## src/core/ccd_pkg.sv

```systemverilog
/*
 * Constants, types and register map of the call/clear/decrement execution
 * unit. Assumes one 40 MHz clock and an AXI4-Lite master with 32-bit data.
 */
package ccd_pkg;

    // =====================================================================
    // timing
    localparam int unsigned CLK_PERIOD_NS = 25;
    localparam int unsigned INS_CYC_NS    = 100;
    localparam int unsigned INS_CYC_CLKS  = INS_CYC_NS / CLK_PERIOD_NS;

    // =====================================================================
    // register map, byte addresses
    localparam logic [7:0] ADDR_CTRL   = 8'h00;
    localparam logic [7:0] ADDR_UPLAT  = 8'h04;
    localparam logic [7:0] ADDR_ACC    = 8'h08;
    localparam logic [7:0] ADDR_STATUS = 8'h0C;
    localparam logic [7:0] ADDR_PC     = 8'h10;

    // field positions
    localparam int unsigned CTRL_RUN_BIT  = 0;
    localparam int unsigned STAT_NULL_BIT = 0;
    localparam int unsigned STAT_EXP_BIT  = 1;
    localparam int unsigned STAT_SLP_BIT  = 2;

    // reset values
    localparam logic       RUN_RST   = 1'b0;
    localparam logic [6:0] UPLAT_RST = 7'h00;
    localparam logic [7:0] ACC_RST   = 8'h00;
    localparam logic [2:0] STAT_RST  = 3'h6;
    localparam logic [14:0] PC_RST   = 15'h0000;
    localparam logic [7:0] ZERO_BYTE = 8'h00;

    // AXI responses
    localparam logic [1:0] RESP_OKAY   = 2'h0;
    localparam logic [1:0] RESP_SLVERR = 2'h2;

    // =====================================================================
    // operations handled by this unit
    typedef enum logic [3:0] {
        OP_NOP       = 4'h0,
        OP_CALL_IMM  = 4'h1,  // immediate_subroutine_jump
        OP_CALL_ACC  = 4'h2,  // indirect_subroutine_jump
        OP_KICK      = 4'h3,  // watchdog_kick
        OP_INVERT    = 4'h4,  // invert_file_reg
        OP_ZERO_F    = 4'h5,  // zero_file_reg
        OP_MINUS1    = 4'h6,  // file_reg_minus_one
        OP_ZERO_ACC  = 4'h7,  // zero_accumulator
        OP_MINUS1_SZ = 4'h8   // minus_one_skip_zero
    } ccd_op_e;

    typedef enum logic [1:0] {
        ST_RUN = 2'b01,
        ST_NOP = 2'b10
    } ccd_state_e;

    // decoded instruction with its file operand already fetched
    typedef struct packed {
        ccd_op_e     op;
        logic [10:0] imm;
        logic [6:0]  freg;
        logic        dest;
        logic [7:0]  fval;
    } ccd_ins_s;

    // file register write strobe with its data
    typedef struct packed {
        logic       we;
        logic [6:0] addr;
        logic [7:0] data;
    } ccd_fwr_s;

    // return stack push strobe with its data
    typedef struct packed {
        logic        push;
        logic [14:0] addr;
    } ccd_push_s;

endpackage

```

## src/core/ccd_core.sv

```systemverilog
/*
 * Execution unit for subroutine jumps, watchdog kick, complement, clear and
 * decrement instructions, with an AXI4-Lite register slave.
 * Assumes a decoder upstream that fetches at PC_O and supplies the file
 * operand, and a file, return stack and watchdog that take one-clock strobes.
 */
`timescale 1ns/10ps

module ccd_core
#(
    parameter int unsigned CYC_CLKS = ccd_pkg::INS_CYC_CLKS
)
(
    // clock and reset
    input  wire logic               REF_CLK_I,
    input  wire logic               RST_N_I,
    // instruction feed
    input  wire logic               INS_VALID_I,
    input  wire ccd_pkg::ccd_ins_s  INS_I,
    output      logic               INS_READY_O,
    output      logic [14:0]        PC_O,
    // file register write
    output      ccd_pkg::ccd_fwr_s  FILE_WR_O,
    // return stack
    output      ccd_pkg::ccd_push_s STACK_O,
    // watchdog
    output      logic               WDT_CLR_O,
    output      logic               WDT_PRE_CLR_O,
    // AXI4-Lite write
    input  wire logic               S_AXI_AWVALID,
    output      logic               S_AXI_AWREADY,
    input  wire logic [7:0]         S_AXI_AWADDR,
    input  wire logic               S_AXI_WVALID,
    output      logic               S_AXI_WREADY,
    input  wire logic [31:0]        S_AXI_WDATA,
    input  wire logic [3:0]         S_AXI_WSTRB,
    output      logic               S_AXI_BVALID,
    input  wire logic               S_AXI_BREADY,
    output      logic [1:0]         S_AXI_BRESP,
    // AXI4-Lite read
    input  wire logic               S_AXI_ARVALID,
    output      logic               S_AXI_ARREADY,
    input  wire logic [7:0]         S_AXI_ARADDR,
    output      logic               S_AXI_RVALID,
    input  wire logic               S_AXI_RREADY,
    output      logic [31:0]        S_AXI_RDATA,
    output      logic [1:0]         S_AXI_RRESP
);

    // =====================================================================
    // state
    typedef struct packed {
        logic [7:0]          div;
        ccd_pkg::ccd_state_e st;
        logic                skip;      // second cycle consumes next word
        logic                run;
        logic [6:0]          uplat;
        logic [7:0]          acc;
        logic                nul;
        logic                exp_n;
        logic                slp_n;
        logic [14:0]         pc;
        ccd_pkg::ccd_fwr_s   fwr;
        ccd_pkg::ccd_push_s  push;
        logic                wdt_clr;
        logic                pre_clr;
        logic                aw_got;
        logic [7:0]          aw_addr;
        logic                w_got;
        logic [31:0]         w_data;
        logic                w_lane0;
        logic                bvalid;
        logic [1:0]          bresp;
        logic                rvalid;
        logic [31:0]         rdata;
        logic [1:0]          rresp;
    } ccd_state_s;

    ccd_state_s s_r;
    ccd_state_s s_nxt;

    // =====================================================================
    // address decode, shared by read and write paths
    function automatic logic ccd_mapped(input logic [7:0] a);
        ccd_mapped = (a == ccd_pkg::ADDR_CTRL)  || (a == ccd_pkg::ADDR_UPLAT)
                  || (a == ccd_pkg::ADDR_ACC)   || (a == ccd_pkg::ADDR_STATUS)
                  || (a == ccd_pkg::ADDR_PC);
    endfunction

    function automatic logic ccd_is_zero(input logic [7:0] v);
        ccd_is_zero = (v == ccd_pkg::ZERO_BYTE);
    endfunction

    logic       tick;
    logic       take;
    logic [7:0] res;
    logic [14:0] pc_inc;

    // instruction cycle enable and feed handshake
    assign tick        = (s_r.div == 8'(CYC_CLKS - 1));
    assign INS_READY_O = tick && s_r.run
                      && ((s_r.st == ccd_pkg::ST_RUN) || s_r.skip);
    assign take        = INS_READY_O && INS_VALID_I;
    assign pc_inc      = s_r.pc + 15'h0001;

    // =====================================================================
    // next state
    always_comb
    begin
        s_nxt = s_r;
        res   = ccd_pkg::ZERO_BYTE;
        s_nxt.div = tick ? 8'h00 : s_r.div + 8'h01;
        // strobes last one clock
        s_nxt.fwr.we    = 1'b0;
        s_nxt.push.push = 1'b0;
        s_nxt.wdt_clr   = 1'b0;
        s_nxt.pre_clr   = 1'b0;

        // ---- bus write: address and data taken in either order
        if (S_AXI_AWVALID && S_AXI_AWREADY)
        begin
            s_nxt.aw_got  = 1'b1;
            s_nxt.aw_addr = S_AXI_AWADDR;
        end
        if (S_AXI_WVALID && S_AXI_WREADY)
        begin
            s_nxt.w_got   = 1'b1;
            s_nxt.w_data  = S_AXI_WDATA;
            s_nxt.w_lane0 = S_AXI_WSTRB[0];
        end
        if (s_r.aw_got && s_r.w_got)
        begin
            // every field but the 15-bit PC sits in byte lane 0; only that strobe counts
            s_nxt.aw_got = 1'b0;
            s_nxt.w_got  = 1'b0;
            s_nxt.bvalid = 1'b1;
            s_nxt.bresp  = ccd_mapped(s_r.aw_addr) ? ccd_pkg::RESP_OKAY
                                                   : ccd_pkg::RESP_SLVERR;
            if (s_r.w_lane0)
            begin
                case (s_r.aw_addr)
                    ccd_pkg::ADDR_CTRL:
                        s_nxt.run = s_r.w_data[ccd_pkg::CTRL_RUN_BIT];
                    ccd_pkg::ADDR_UPLAT:
                        s_nxt.uplat = s_r.w_data[6:0];
                    ccd_pkg::ADDR_ACC:
                        s_nxt.acc = s_r.w_data[7:0];
                    ccd_pkg::ADDR_STATUS:
                    begin
                        s_nxt.nul   = s_r.w_data[ccd_pkg::STAT_NULL_BIT];
                        s_nxt.exp_n = s_r.w_data[ccd_pkg::STAT_EXP_BIT];
                        s_nxt.slp_n = s_r.w_data[ccd_pkg::STAT_SLP_BIT];
                    end
                    ccd_pkg::ADDR_PC:
                        s_nxt.pc = s_r.w_data[14:0];
                    default:
                        s_nxt.run = s_r.run;
                endcase
            end
        end
        if (s_r.bvalid && S_AXI_BREADY)
            s_nxt.bvalid = 1'b0;

        // ---- bus read
        if (S_AXI_ARVALID && S_AXI_ARREADY)
        begin
            s_nxt.rvalid = 1'b1;
            s_nxt.rresp  = ccd_mapped(S_AXI_ARADDR) ? ccd_pkg::RESP_OKAY
                                                    : ccd_pkg::RESP_SLVERR;
            case (S_AXI_ARADDR)
                ccd_pkg::ADDR_CTRL:   s_nxt.rdata = {31'h0, s_r.run};
                ccd_pkg::ADDR_UPLAT:  s_nxt.rdata = {25'h0, s_r.uplat};
                ccd_pkg::ADDR_ACC:    s_nxt.rdata = {24'h0, s_r.acc};
                ccd_pkg::ADDR_STATUS:
                    s_nxt.rdata = {29'h0, s_r.slp_n, s_r.exp_n, s_r.nul};
                ccd_pkg::ADDR_PC:     s_nxt.rdata = {17'h0, s_r.pc};
                default:              s_nxt.rdata = 32'h0;
            endcase
        end
        else if (s_r.rvalid && S_AXI_RREADY)
            s_nxt.rvalid = 1'b0;

        // ---- execution; overrides a bus write landing in the same clock
        if (tick && s_r.run)
        begin
            case (s_r.st)
                ccd_pkg::ST_RUN:
                begin
                    if (take)
                    begin
                        s_nxt.pc = pc_inc;
                        case (INS_I.op)
                            ccd_pkg::OP_CALL_IMM:
                            begin
                                s_nxt.push.push = 1'b1;
                                s_nxt.push.addr = pc_inc;
                                s_nxt.pc = {s_r.uplat[6:3], INS_I.imm};
                                s_nxt.st   = ccd_pkg::ST_NOP;
                                s_nxt.skip = 1'b0;
                            end
                            ccd_pkg::OP_CALL_ACC:
                            begin
                                s_nxt.push.push = 1'b1;
                                s_nxt.push.addr = pc_inc;
                                s_nxt.pc = {s_r.uplat, s_r.acc};
                                s_nxt.st   = ccd_pkg::ST_NOP;
                                s_nxt.skip = 1'b0;
                            end
                            ccd_pkg::OP_KICK:
                            begin
                                s_nxt.wdt_clr = 1'b1;
                                s_nxt.exp_n   = 1'b1;
                                s_nxt.slp_n   = 1'b1;
                                s_nxt.pre_clr = 1'b1;
                            end
                            ccd_pkg::OP_INVERT:
                            begin
                                res = ~INS_I.fval;
                                s_nxt.nul = ccd_is_zero(res);
                            end
                            ccd_pkg::OP_ZERO_F:
                            begin
                                s_nxt.fwr.we   = 1'b1;
                                s_nxt.fwr.addr = INS_I.freg;
                                s_nxt.fwr.data = ccd_pkg::ZERO_BYTE;
                                s_nxt.nul      = 1'b1;
                            end
                            ccd_pkg::OP_MINUS1:
                            begin
                                res = INS_I.fval - 8'h01;
                                s_nxt.nul = ccd_is_zero(res);
                            end
                            ccd_pkg::OP_ZERO_ACC:
                            begin
                                s_nxt.acc = ccd_pkg::ZERO_BYTE;
                                s_nxt.nul = 1'b1;
                            end
                            ccd_pkg::OP_MINUS1_SZ:
                            begin
                                res = INS_I.fval - 8'h01;
                                if (ccd_is_zero(res))
                                begin
                                    s_nxt.st   = ccd_pkg::ST_NOP;
                                    s_nxt.skip = 1'b1;
                                end
                            end
                            default:
                                s_nxt.pc = pc_inc;
                        endcase
                        // result routing for the single-operand group
                        if ((INS_I.op == ccd_pkg::OP_INVERT)
                         || (INS_I.op == ccd_pkg::OP_MINUS1)
                         || (INS_I.op == ccd_pkg::OP_MINUS1_SZ))
                        begin
                            if (INS_I.dest)
                            begin
                                s_nxt.fwr.we   = 1'b1;
                                s_nxt.fwr.addr = INS_I.freg;
                                s_nxt.fwr.data = res;
                            end
                            else
                                s_nxt.acc = res;
                        end
                    end
                end
                ccd_pkg::ST_NOP:
                begin
                    // a skip waits until a word is offered so that the next
                    // word is the one dropped; a jump's dead cycle consumes
                    // nothing so the feed refetches at PC_O
                    if (take)
                        s_nxt.pc = pc_inc;
                    if (take || !s_r.skip)
                    begin
                        s_nxt.st   = ccd_pkg::ST_RUN;
                        s_nxt.skip = 1'b0;
                    end
                end
                default:
                begin
                    s_nxt.st   = ccd_pkg::ST_RUN;
                    s_nxt.skip = 1'b0;
                end
            endcase
        end
    end

    // =====================================================================
    // state register
    always_ff @(posedge REF_CLK_I or negedge RST_N_I)
    begin
        if (!RST_N_I)
        begin
            s_r         <= '0;
            s_r.st      <= ccd_pkg::ST_RUN;
            s_r.run     <= ccd_pkg::RUN_RST;
            s_r.uplat   <= ccd_pkg::UPLAT_RST;
            s_r.acc     <= ccd_pkg::ACC_RST;
            s_r.nul     <= ccd_pkg::STAT_RST[ccd_pkg::STAT_NULL_BIT];
            s_r.exp_n   <= ccd_pkg::STAT_RST[ccd_pkg::STAT_EXP_BIT];
            s_r.slp_n   <= ccd_pkg::STAT_RST[ccd_pkg::STAT_SLP_BIT];
            s_r.pc      <= ccd_pkg::PC_RST;
        end
        else
            s_r <= s_nxt;
    end

    // =====================================================================
    // outputs, all from flops except the handshakes
    assign PC_O          = s_r.pc;
    assign FILE_WR_O     = s_r.fwr;
    assign STACK_O       = s_r.push;
    assign WDT_CLR_O     = s_r.wdt_clr;
    assign WDT_PRE_CLR_O = s_r.pre_clr;
    assign S_AXI_AWREADY = !s_r.aw_got && !s_r.bvalid;
    assign S_AXI_WREADY  = !s_r.w_got && !s_r.bvalid;
    assign S_AXI_BVALID  = s_r.bvalid;
    assign S_AXI_BRESP   = s_r.bresp;
    assign S_AXI_ARREADY = !s_r.rvalid;
    assign S_AXI_RVALID  = s_r.rvalid;
    assign S_AXI_RDATA   = s_r.rdata;
    assign S_AXI_RRESP   = s_r.rresp;

endmodule

```

## config.mk

```make
export PLATFORM = sky130hd
export DESIGN_NAME = ccd_core
export DESIGN_NICKNAME = d
export VERILOG_FILES = /design/src/core/ccd_pkg.sv /design/src/core/ccd_core.sv
export SDC_FILE = /design/constraint.sdc
export NUM_CORES = 1
export LEC_CHECK = 0
export BUFFER_PORTS_ARGS = -buffer_cell sky130_fd_sc_hd__buf_2
export CAP_MARGIN = 20
export CORE_ASPECT_RATIO = 0.7
export CORE_UTILIZATION = 39
export CTS_CLUSTER_SIZE = 16
export DETAILED_ROUTE_END_ITERATION = 7
export MAX_ROUTING_LAYER = met4
export PLACE_DENSITY = 0.66
export SYNTH_ARGS = -nofsm -noshare
export SYNTH_HDL_FRONTEND = slang
export SYNTH_SLANG_ARGS = --single-unit
```

## constraint.sdc

```tcl
create_clock -name REF_CLK_I -period 3 [get_ports REF_CLK_I]
set_clock_uncertainty 0.15 [all_clocks]
set_input_delay 0.45 -clock REF_CLK_I [delete_from_list [all_inputs] [get_ports REF_CLK_I]]
set_output_delay 0.45 -clock REF_CLK_I [all_outputs]
set_load 0.005 [all_outputs]
```

==> results.py, run 1 <==
metrics = {
    "place": {
        "numPortBuffers": 142,
        "gp_congestion": 0.890,
        "dp.cells": 998,
        "dpl.hpwl_um": 13900,
    },
    "route": {
        "route.vias.total": 5493,
        "viasPerCell": 5.33,
        "initialDrtViolationCount": 510,
        "dr_wl_met2_um": 7670,
        "ant_nets": 0,
        "drc": 0,
        "drt_first_pass_iters": 5,
        "wl_met3_um": 1260,
        "wl_um": 18400,
        "met1Wirelength_um": 9210,
        "wl_per_cell_um": 17.9,
        "dr.max_layer_used": "met4",
    },
    "clock_tree": {
        "path_clk_slew_ns": 0.06,
        "clk_latency_ns": 0.41,
        "ctsHtreeMaxLevel": 4,
        "numCtsBuffers": 17,
        "cts_tree": "done",
        "holdBufCountCts": 1,
        "clockBufferDepth": 2,
        "cts.sinks": 123,
        "cts_resized": 0,
        "cts_setup_buffers": 0,
        "cts-root-buf": "clkbuf_16",
    },
    "sta": {
        "timing.fmax_mhz": 385,
        "setup_tns_ns": 0,
        "grt_setup_unrepaired": "false",
        "slew_violations": 0,
        "max_slew.worst_pin.slew_ns": 0.798,
        "hold_viol_final": 0,
        "fin_crit_ns": 2.60,
        "setup_viol": 0,
        "slew_headroom_pct": 46.8,
        "min_period_over_period_pct": 86.7,
    },
    "layout": {
        "nFillCells": 1674,
        "final_nets": 885,
        "post_route_cells_drive_above_1_share_pct": 31.9,
        "finalNonFillerCells": 1031,
        "n_antenna_cell": 0,
        "area_growth_pct": 13.7,
    },
    "yosys": {
        "syn_inst": 714,
        "synthArstFlopShare_pct": 100,
        "synth-edff-count": 0,
        "ys.flop_type": "dfrtp_1",
        "avgSynthCellArea_sq_um": 9.93,
        "synthDistinctLibCells": 69,
        "ys_seq_area_share_pct": 43.4,
        "mappedNetlistArea_sq_um": 7090,
        "synth_seq_cells": 123,
        "yosys_warnings": 0,
    },
    "worst_setup_path": {
        "rr_endpoint": "PC_O[12]$_DFF_PN0_",
        "worstPathRequired_ns": 3.15,
        "worstPathArrival_ns": 2.75,
        "cp_max_fo": 16,
        "rrSetupSlack_ns": 0.40,
        "crit_end": "PC_O[12]$_DFF_PN0_",
        "reg2reg_from": "s_r[150]$_DFFE_PN1P_",
        "path_class": "flip-flop to flip-flop",
        "cp-start-kind": "flip-flop",
        "r2r_cells": 7,
        "crit_start": "s_r[150]$_DFFE_PN1P_",
        "endpoint_kind": "flip-flop",
    },
    "power_and_ir_drop": {
        "power.leakage_nw": 3.74,
        "p_total_mw": 5.09,
        "power.density_nw_per_um2": 632,
        "ir_drop_mv": 0.382,
    },
    "floorplan": {
        "ios": 182,
        "die_w_um": 163,
        "die-area_sq_um": 18700,
        "initial_core_util_pct": 40.6,
        "rows": 40,
        "core_area_sq_um": 17500,
        "die_h_um": 115,
    },
    "status": {
        "outcome": "completed",
    },
    "grt": {
        "grt_usage_pct": 21.0,
        "overflow": 0,
        "grt_pass1_vias": 5149,
        "grt_pass1_wl_um": 28900,
        "antenna_found_initial": 0,
        "grt_max_degree": 88,
    },
    "flow_run": {
        "cap_violations": 0,
    },
    "min_path": {
        "min_path_cells": 2,
        "hold_path.class": "input pin to flip-flop",
    },
}
[cells in the final DEF, fill, tap and decap left out, drive strengths merged, types with 19 or more instances in the layout]
cell and instances:
conb 19, nand3 24, nor2 47, dfrtp 120, a21oi 30, nand2 59, mux2 46, inv 20
o22ai 21, mux2i 26, o21ai 32, buf 155
[report_power, final]
part / leakage (nW) / internal, mW / switching, mW / total, mW
Sequential: 1.58 / 1.92 / 0.326 / 2.25
Combinational: 1.90 / 0.445 / 0.435 / 0.881
Clock: 0.266 / 1.16 / 0.808 / 1.97
Total: 3.74 / 3.52 / 1.57 / 5.09
[sequential cells by signal, indices dropped and copies added (netlist names)]
signal / cells
s_r: 56
STACK_O: 16
S_AXI_RVALID: 1
S_AXI_RRESP: 1
PC_O: 15
WDT_PRE_CLR_O: 1
S_AXI_RDATA: 15
S_AXI_BRESP: 1
S_AXI_BVALID: 1
FILE_WR_O: 16
[worst max-delay path: stages, from the launching register on]
cell and delay (ns):
dfstp_2 0.54, inv_1 0.04, ha_1 0.34, or4bb_1 0.56
a2111oi_4 0.21, buf_4 0.27, o22ai_1 0.13, a31o_2 0.24
[cell type report]
| class | instances | area [sq um] | share of cell area, % |
|---|---|---|---|
| clock inverters | 14 | 138 | 1.71 |
| clock buffers | 18 | 429 | 5.32 |
| inverters | 14 | 52.6 | 0.652 |
| repair buffers | 156 | 833 | 10.3 |
| well taps | 231 | 289 | 3.58 |
| multi-input cells | 475 | 3240 | 40.2 |
| flip-flops and latches | 123 | 3080 | 38.2 |
[cells in the mapped netlist, drive strengths merged, types with 3 or more instances]
cell type | number | share of area (%)
xnor2 | 15 | 1.9
nand2b | 5 | 0.44
nand3b | 5 | 0.53
nand2 | 59 | 3.1
dfstp | 3 | 1.1
nor3 | 10 | 0.93
buf | 92 | 9.6
a221oi | 7 | 0.86
nor2 | 47 | 2.5
or4 | 5 | 0.58
o311ai | 3 | 0.37
or2 | 4 | 0.35
nand3 | 24 | 1.7
mux2i | 26 | 3.7
nor4 | 11 | 1.4
xor2 | 5 | 0.62
a21oi | 30 | 2.1
a22o | 6 | 0.74
or3 | 3 | 0.26
ha | 7 | 1.2
a21o | 3 | 0.32
and4b | 3 | 0.42
mux2 | 46 | 7.3
o22ai | 21 | 1.9
o31ai | 3 | 0.32
a31o | 4 | 0.49
inv | 14 | 0.74
dfrtp | 120 | 42
o21ai | 32 | 2.3
o21a | 4 | 0.42
o21bai | 3 | 0.32
and2 | 6 | 0.53
nand4 | 3 | 0.26
clkbuf | 28 | 1.5
and3 | 3 | 0.26
a22oi | 11 | 1.2
nor2b | 8 | 0.71
nor3b | 6 | 0.86
[cells by family after synthesis]
logic type	share of synthesized area, %
fa+ha+maj	1.23
buf+inv	11.8
flops	43.4
mux	11.0
simple gates	16.4
other cells	0.0529
xor+xnor	2.47
compound gates	13.6
[layer usage]
metal / GRT usage [%] / up-vias
li1: - / 2601
met1: 31.6 / 2672
met2: 28.1 / 203
met3: 3.61 / 17
met4: 6.79 / 0
met5: - / -
[metrics by stage]
stage               area, sq um  setup slack (ns)  hold slack, ns  util [%]
floorplan                  7160             0.491         0.00441         -
global placement           7490             0.459           0.295      42.9
detailed placement         7490             0.429           0.300      42.9
CTS                        8060             0.422          0.0505      46.2
global route               8060             0.317          0.0589      46.2
finish                     8060             0.399          0.0610      46.2
[worst min-delay path by stage]
stage	from	end
CTS	S_AXI_BREADY	S_AXI_BVALID$_DFFE_PN0P_
finish	S_AXI_BREADY	S_AXI_BVALID$_DFFE_PN0P_
global placement	S_AXI_RDATA[8]$_DFFE_PN0P_	S_AXI_RDATA[8]$_DFFE_PN0P_
floorplan	RST_N_I	FILE_WR_O[0]$_DFFE_PN0P_
global route	S_AXI_BREADY	S_AXI_BVALID$_DFFE_PN0P_
detailed placement	S_AXI_RDATA[8]$_DFFE_PN0P_	S_AXI_RDATA[8]$_DFFE_PN0P_
Power figures use the tool's default switching activity.
==> run 2, diff against run 1 <==
CORE_UTILIZATION = 54   (was 39)
CTS_CLUSTER_DIAMETER = 60   (was unset)
PLACE_DENSITY = 0.85   (was 0.66)
==> results.py, run 2 (synthesis gave the netlist of run 1 again) <==
metrics = {
    "layout": {
        "n_antenna_cell": 0,
        "final_cell_mix": "buf_2 (141), dfrtp_1 (120), nand2_1 (59)",
        "largest_reg_flops": 56,
        "post_route_cells_drive_above_1_share_pct": 31.6,
        "area_growth_pct": 11.9,
        "regMostFlops": "s_r",
        "mostFrequentLayoutCell": "buf_2",
        "final_nets": 886,
    },
    "worst_setup_path": {
        "worstPathArrival_ns": 2.90,
        "cp_max_fo": 18,
        "endpoint_kind": "flip-flop",
        "slowest_stage": "dfstp_2",
        "path_class": "flip-flop to flip-flop",
        "crit_path_max_incr_delay_ns": 0.55,
        "cp_cell_sequence": "ha_1, nand2_1, nor4_4, and3_1, buf_4, nor2_1, a21oi_1",
        "worstPathRequired_ns": 3.18,
        "cp-start-kind": "flip-flop",
    },
    "place": {
        "dpl.hpwl_um": 13100,
        "gp_congestion": 0.948,
        "numPortBuffers": 142,
        "pre_cts_slack_ns": 0.339,
    },
    "sta": {
        "setup_viol": 0,
        "timing.fmax_mhz": 367,
        "slew_headroom_pct": 45.8,
        "grt_setup_unrepaired": "false",
        "min_period_over_period_pct": 90.9,
        "slew_violations": 0,
        "setup_tns_ns": 0,
        "fin_crit_ns": 2.73,
        "max_slew.worst_pin.slew_ns": 0.812,
        "hold_viol_final": 0,
        "setup_slack_ns": 0.274,
    },
    "min_path": {
        "hold_path.class": "input pin to flip-flop",
    },
    "flow_run": {
        "cap_violations": 0,
    },
    "grt": {
        "grt_pass1_wl_um": 28200,
        "antenna_found_initial": 0,
        "grt_usage_pct": 27.6,
        "grt_pass1_vias": 5414,
        "overflow": 0,
        "grt_max_degree": 53,
    },
    "power_and_ir_drop": {
        "power.density_nw_per_um2": 620,
        "ir_drop_mv": 0.376,
        "power.leakage_nw": 3.74,
    },
    "clock_tree": {
        "ctsHtreeMaxLevel": 4,
        "clockBufferDepth": 2,
        "cts_tree": "done",
        "cts-root-buf": "clkbuf_16",
        "clk_latency_ns": 0.41,
        "cts.sinks": 123,
        "numCtsBuffers": 17,
        "path_clk_slew_ns": 0.05,
        "cts_resized": 0,
    },
    "route": {
        "viasPerCell": 5.86,
        "wl_um": 17500,
        "drt_first_pass_iters": 8,
        "route.vias.total": 5642,
        "wl_per_cell_um": 18.2,
        "initialDrtViolationCount": 473,
        "ant_nets": 0,
        "drc": 12,
    },
    "floorplan": {
        "die_w_um": 139,
        "ios": 182,
        "initial_core_util_pct": 56.3,
        "rows": 34,
        "core_area_sq_um": 12600,
        "die-area_sq_um": 13600,
        "die_h_um": 97.9,
    },
    "status": {
        "violations": "DRC",
        "outcome": "finished with violations",
    },
}
## run 2: changes by cell type in the layout (fill, tap and decap cells not counted), moves of 2 or more
cell        change
inv_6           -5
clkbuf_1        +2
clkinvlp_4      -2
clkinv_4        -2
clkbuf_8        +3
clkinv_2        +5
## run 2: layout make-up
cell class | count | area [sq um]
fill | 985 | 4650
sequential | 123 | 3080
clock buffer | 23 | 478
timing repair buffer | 157 | 841
multi-input combinational | 475 | 3240
clock inverter | 8 | 45.0
tap | 162 | 203
inverter | 14 | 52.6
## run 2: report_power, final
group	leakage (nW)	total, mW	internal [mW]	switching [mW]
registers	1.58	2.25	1.92	0.325
logic	1.90	0.876	0.441	0.435
clock network	0.258	1.80	1.10	0.695
total	3.74	4.92	3.47	1.45
## run 2: worst paths after layout
path | startpoint | to | slack [ns] | cells past startpoint
min | S_AXI_BREADY | S_AXI_BVALID$_DFFE_PN0P_ | 0.06 | 2
max | s_r[150]$_DFFE_PN1P_ | STACK_O[8]$_DFFE_PN0P_ | 0.27 | 7
min reg2reg | S_AXI_RDATA[8]$_DFFE_PN0P_ | S_AXI_RDATA[8]$_DFFE_PN0P_ | 0.31 | 2
max reg2reg | s_r[150]$_DFFE_PN1P_ | STACK_O[8]$_DFFE_PN0P_ | 0.27 | 7
min in group asynchronous | RST_N_I | S_AXI_RVALID$_DFFE_PN0P_ | 0.46 | 2
max in group asynchronous | RST_N_I | S_AXI_RDATA[10]$_DFFE_PN0P_ | 1.51 | 3
## run 2: routing by layer
metal	track usage, %	vias to the layer above	part of all wire, %
met3	6.47	31	8.7
met4	9.15	0	1.7
li1	-	2602	-
met5	-	-	0
met1	38.6	2744	46
met2	39.5	265	43
## run 2: stage by stage
| stage | cell area (sq um) | hold WS, ns | instances | util [%] | total power, mW |
|---|---|---|---|---|---|
| after detailed placement | 7410 | 0.301 | 930 | 58.8 | 3.12 |
| after CTS | 7940 | 0.0550 | 962 | 63.1 | 4.93 |
| final | 7940 | 0.0637 | 962 | 63.1 | 4.92 |
| after global placement | 7410 | 0.295 | 930 | 58.8 | 3.08 |
| after global routing | 7940 | 0.0563 | 962 | 63.1 | 5.16 |
| after floorplan | 7160 | 0.00441 | 732 | - | 2.81 |
## run 2: what timing repair did
item	4_1_cts	5_1_grt
endpoints found under the hold margin	47	0
hold buffers	1	0
setup buffers	0	0
## run 2: critical path: cells and delay by family, from the launching register on
kind                       cells  cell delay (ns)
AOI/OAI and AO/OA              1             0.13
DFF                            1             0.55
and+or+nand+nor                4             1.17
adders and majority gates      1             0.36
buffers and inverters          1             0.28
==> run 3, diff against run 2 <==
CORE_UTILIZATION = 55   (was 54)
PLACE_DENSITY = 0.86   (was 0.85)
SETUP_SLACK_MARGIN = 0.5   (was unset)
clock period = 3.2 ns   (was 3 ns; I/O delays follow)
==> results.py, run 3 (synthesis gave the netlist of run 1 again) <==
metrics = {
    "grt": {
        "met3_usage_pct": 6.55,
        "antenna_found_initial": 0,
        "grt_usage_pct": 28.5,
        "grt_use_met1_pct": 40.4,
        "grt_pass1_wl_um": 27900,
        "grt.busiest_layer": "met1",
        "use_met2_pct": 40.0,
        "grt_pass1_vias": 5267,
        "overflow": 0,
        "grt_max_degree": 51,
    },
    "sta": {
        "max_slew.worst_pin.slew_ns": 0.850,
        "setup_viol": 0,
        "hold_viol_final": 0,
        "slew_headroom_pct": 43.2,
        "slew_violations": 0,
        "grt_setup_unrepaired": "true",
        "setup_tns_ns": 0,
        "fin_crit_ns": 2.63,
        "min_period_over_period_pct": 82.3,
        "timing.fmax_mhz": 380,
    },
    "flow_run": {
        "cap_violations": 0,
    },
    "clock_tree": {
        "ctsHtreeMaxLevel": 4,
        "cts-root-buf": "clkbuf_16",
        "cts.sinks": 123,
        "path_clk_slew_ns": 0.06,
        "clockBufferDepth": 2,
        "cts_tree": "done",
        "clk_latency_ns": 0.42,
        "numCtsBuffers": 17,
    },
    "layout": {
        "final_cell_mix": "buf_2 (141), dfrtp_1 (120), nand2_1 (58)",
        "finalNonFillerCells": 961,
        "largest_reg_flops": 56,
        "n_antenna_cell": 0,
        "final_nets": 884,
        "mostFrequentLayoutCell": "buf_2",
        "post_route_cells_drive_above_1_share_pct": 32.2,
        "regMostFlops": "s_r",
        "area_growth_pct": 13.4,
        "final_core_util_pct": 64.3,
    },
    "worst_setup_path": {
        "worstPathArrival_ns": 2.83,
        "worstPathRequired_ns": 3.39,
        "crit_end": "PC_O[7]$_DFF_PN0_",
        "cp_max_fo": 7,
        "slowest_stage": "or4bb_4",
        "endpoint_kind": "flip-flop",
        "cp.depth": 7,
        "cp-start-kind": "flip-flop",
        "crit_path_max_incr_delay_ns": 0.57,
        "crit_start": "s_r[150]$_DFFE_PN1P_",
        "r2r_cells": 7,
        "cp_top_family": "simple AND/OR/NAND/NOR gates",
        "cp_cell_sequence": "inv_1, ha_1, or4bb_4, nor3_4, nand2_2, or3_1, nand3_1",
        "rrSetupSlack_ns": 0.57,
        "reg2reg_from": "s_r[150]$_DFFE_PN1P_",
        "crit_buf_inv": 1,
        "rr_endpoint": "PC_O[7]$_DFF_PN0_",
        "path_class": "flip-flop to flip-flop",
    },
    "place": {
        "dpl.hpwl_um": 12900,
        "numPortBuffers": 142,
        "gp_congestion": 0.952,
        "dp.cells": 926,
    },
    "route": {
        "wl_per_cell_um": 18.3,
        "drt_first_pass_iters": 5,
        "ant_nets": 0,
        "initialDrtViolationCount": 532,
        "wl_um": 17600,
        "drc": 0,
        "viasPerCell": 5.88,
        "route.vias.total": 5652,
    },
    "floorplan": {
        "die_h_um": 97.0,
        "die-area_sq_um": 13400,
        "core_area_sq_um": 12500,
        "initial_core_util_pct": 56.7,
        "die_w_um": 138,
        "ios": 182,
        "rows": 34,
    },
    "power_and_ir_drop": {
        "ir_drop_mv": 0.420,
        "p_total_mw": 4.98,
        "power.leakage_nw": 3.77,
        "power.density_nw_per_um2": 620,
    },
    "min_path": {
        "hold_path.class": "input pin to flip-flop",
    },
    "status": {
        "outcome": "completed",
    },
}
run 3: changes by cell type in the layout (fill, tap and decap cells not counted), sizes merged:
| cell | previous run | this run |
|---|---|---|
| buf | 156 | 154 |
| clkbuf | 23 | 21 |
| clkinv | 6 | 4 |
| clkinvlp | 2 | 3 |
| bufinv | 0 | 4 |
run 3: repair_timing:
action	4_1_cts	5_1_grt
endpoints found under the setup margin	1	20
buffers inserted	0	2
pin swaps	0	2
hold buffers	1	0
gates resized for setup	1	3
hold endpoints to repair	45	0
run 3: where the power goes:
part | internal (mW) | switching [mW] | leakage [nW]
clock network | 1.36 | 0.692 | 0.305
logic | 0.412 | 0.412 | 1.89
registers | 1.80 | 0.302 | 1.58
total | 3.58 | 1.41 | 3.77
run 3: worst min-delay path by stage:
stage | depth (start not counted) | slack [ns] | start | to
5_1_grt | 2 | 0.08 | S_AXI_BREADY | S_AXI_BVALID$_DFFE_PN0P_
3_3_place_gp | 2 | 0.30 | S_AXI_RDATA[9]$_DFFE_PN0P_ | S_AXI_RDATA[9]$_DFFE_PN0P_
6_report | 2 | 0.08 | S_AXI_BREADY | S_AXI_BVALID$_DFFE_PN0P_
3_5_place_dp | 2 | 0.31 | S_AXI_RDATA[11]$_DFFE_PN0P_ | S_AXI_RDATA[11]$_DFFE_PN0P_
4_1_cts | 2 | 0.07 | S_AXI_BREADY | S_AXI_BVALID$_DFFE_PN0P_
2_1_floorplan | 0 | 0.03 | RST_N_I | FILE_WR_O[0]$_DFFE_PN0P_
run 3: metrics by stage:
step                setup WS (ns)  area [sq um]  hold WS, ns
floorplan                   0.691          7160       0.0344
global placement            0.496          7360        0.296
detailed placement          0.481          7360        0.309
CTS                         0.513          8020       0.0747
global route                0.473          8040       0.0770
finish                      0.567          8040       0.0828
run 3: cell type report:
class | count | area (sq um)
sequential | 123 | 3080
timing repair buffer | 155 | 813
multi-input combinational | 475 | 3250
tap | 162 | 203
clock buffer | 21 | 470
clock inverter | 11 | 166
inverter | 14 | 52.6
fill | 1023 | 4470
run 3: per-layer routing:
layer	wire length [um]	up-vias	part of all wire, %
met5	0	-	0
met4	334	0	1.9
met3	1640	39	9.3
met2	7780	320	44
met1	7850	2692	45
li1	-	2601	-
run 3: worst reg2reg max path, stage by stage, from the launching register on:
cell	delay (ns)
dfstp_2	0.54
inv_1	0.04
ha_1	0.34
or4bb_4	0.58
nor3_4	0.28
nand2_2	0.16
or3_1	0.37
nand3_1	0.10
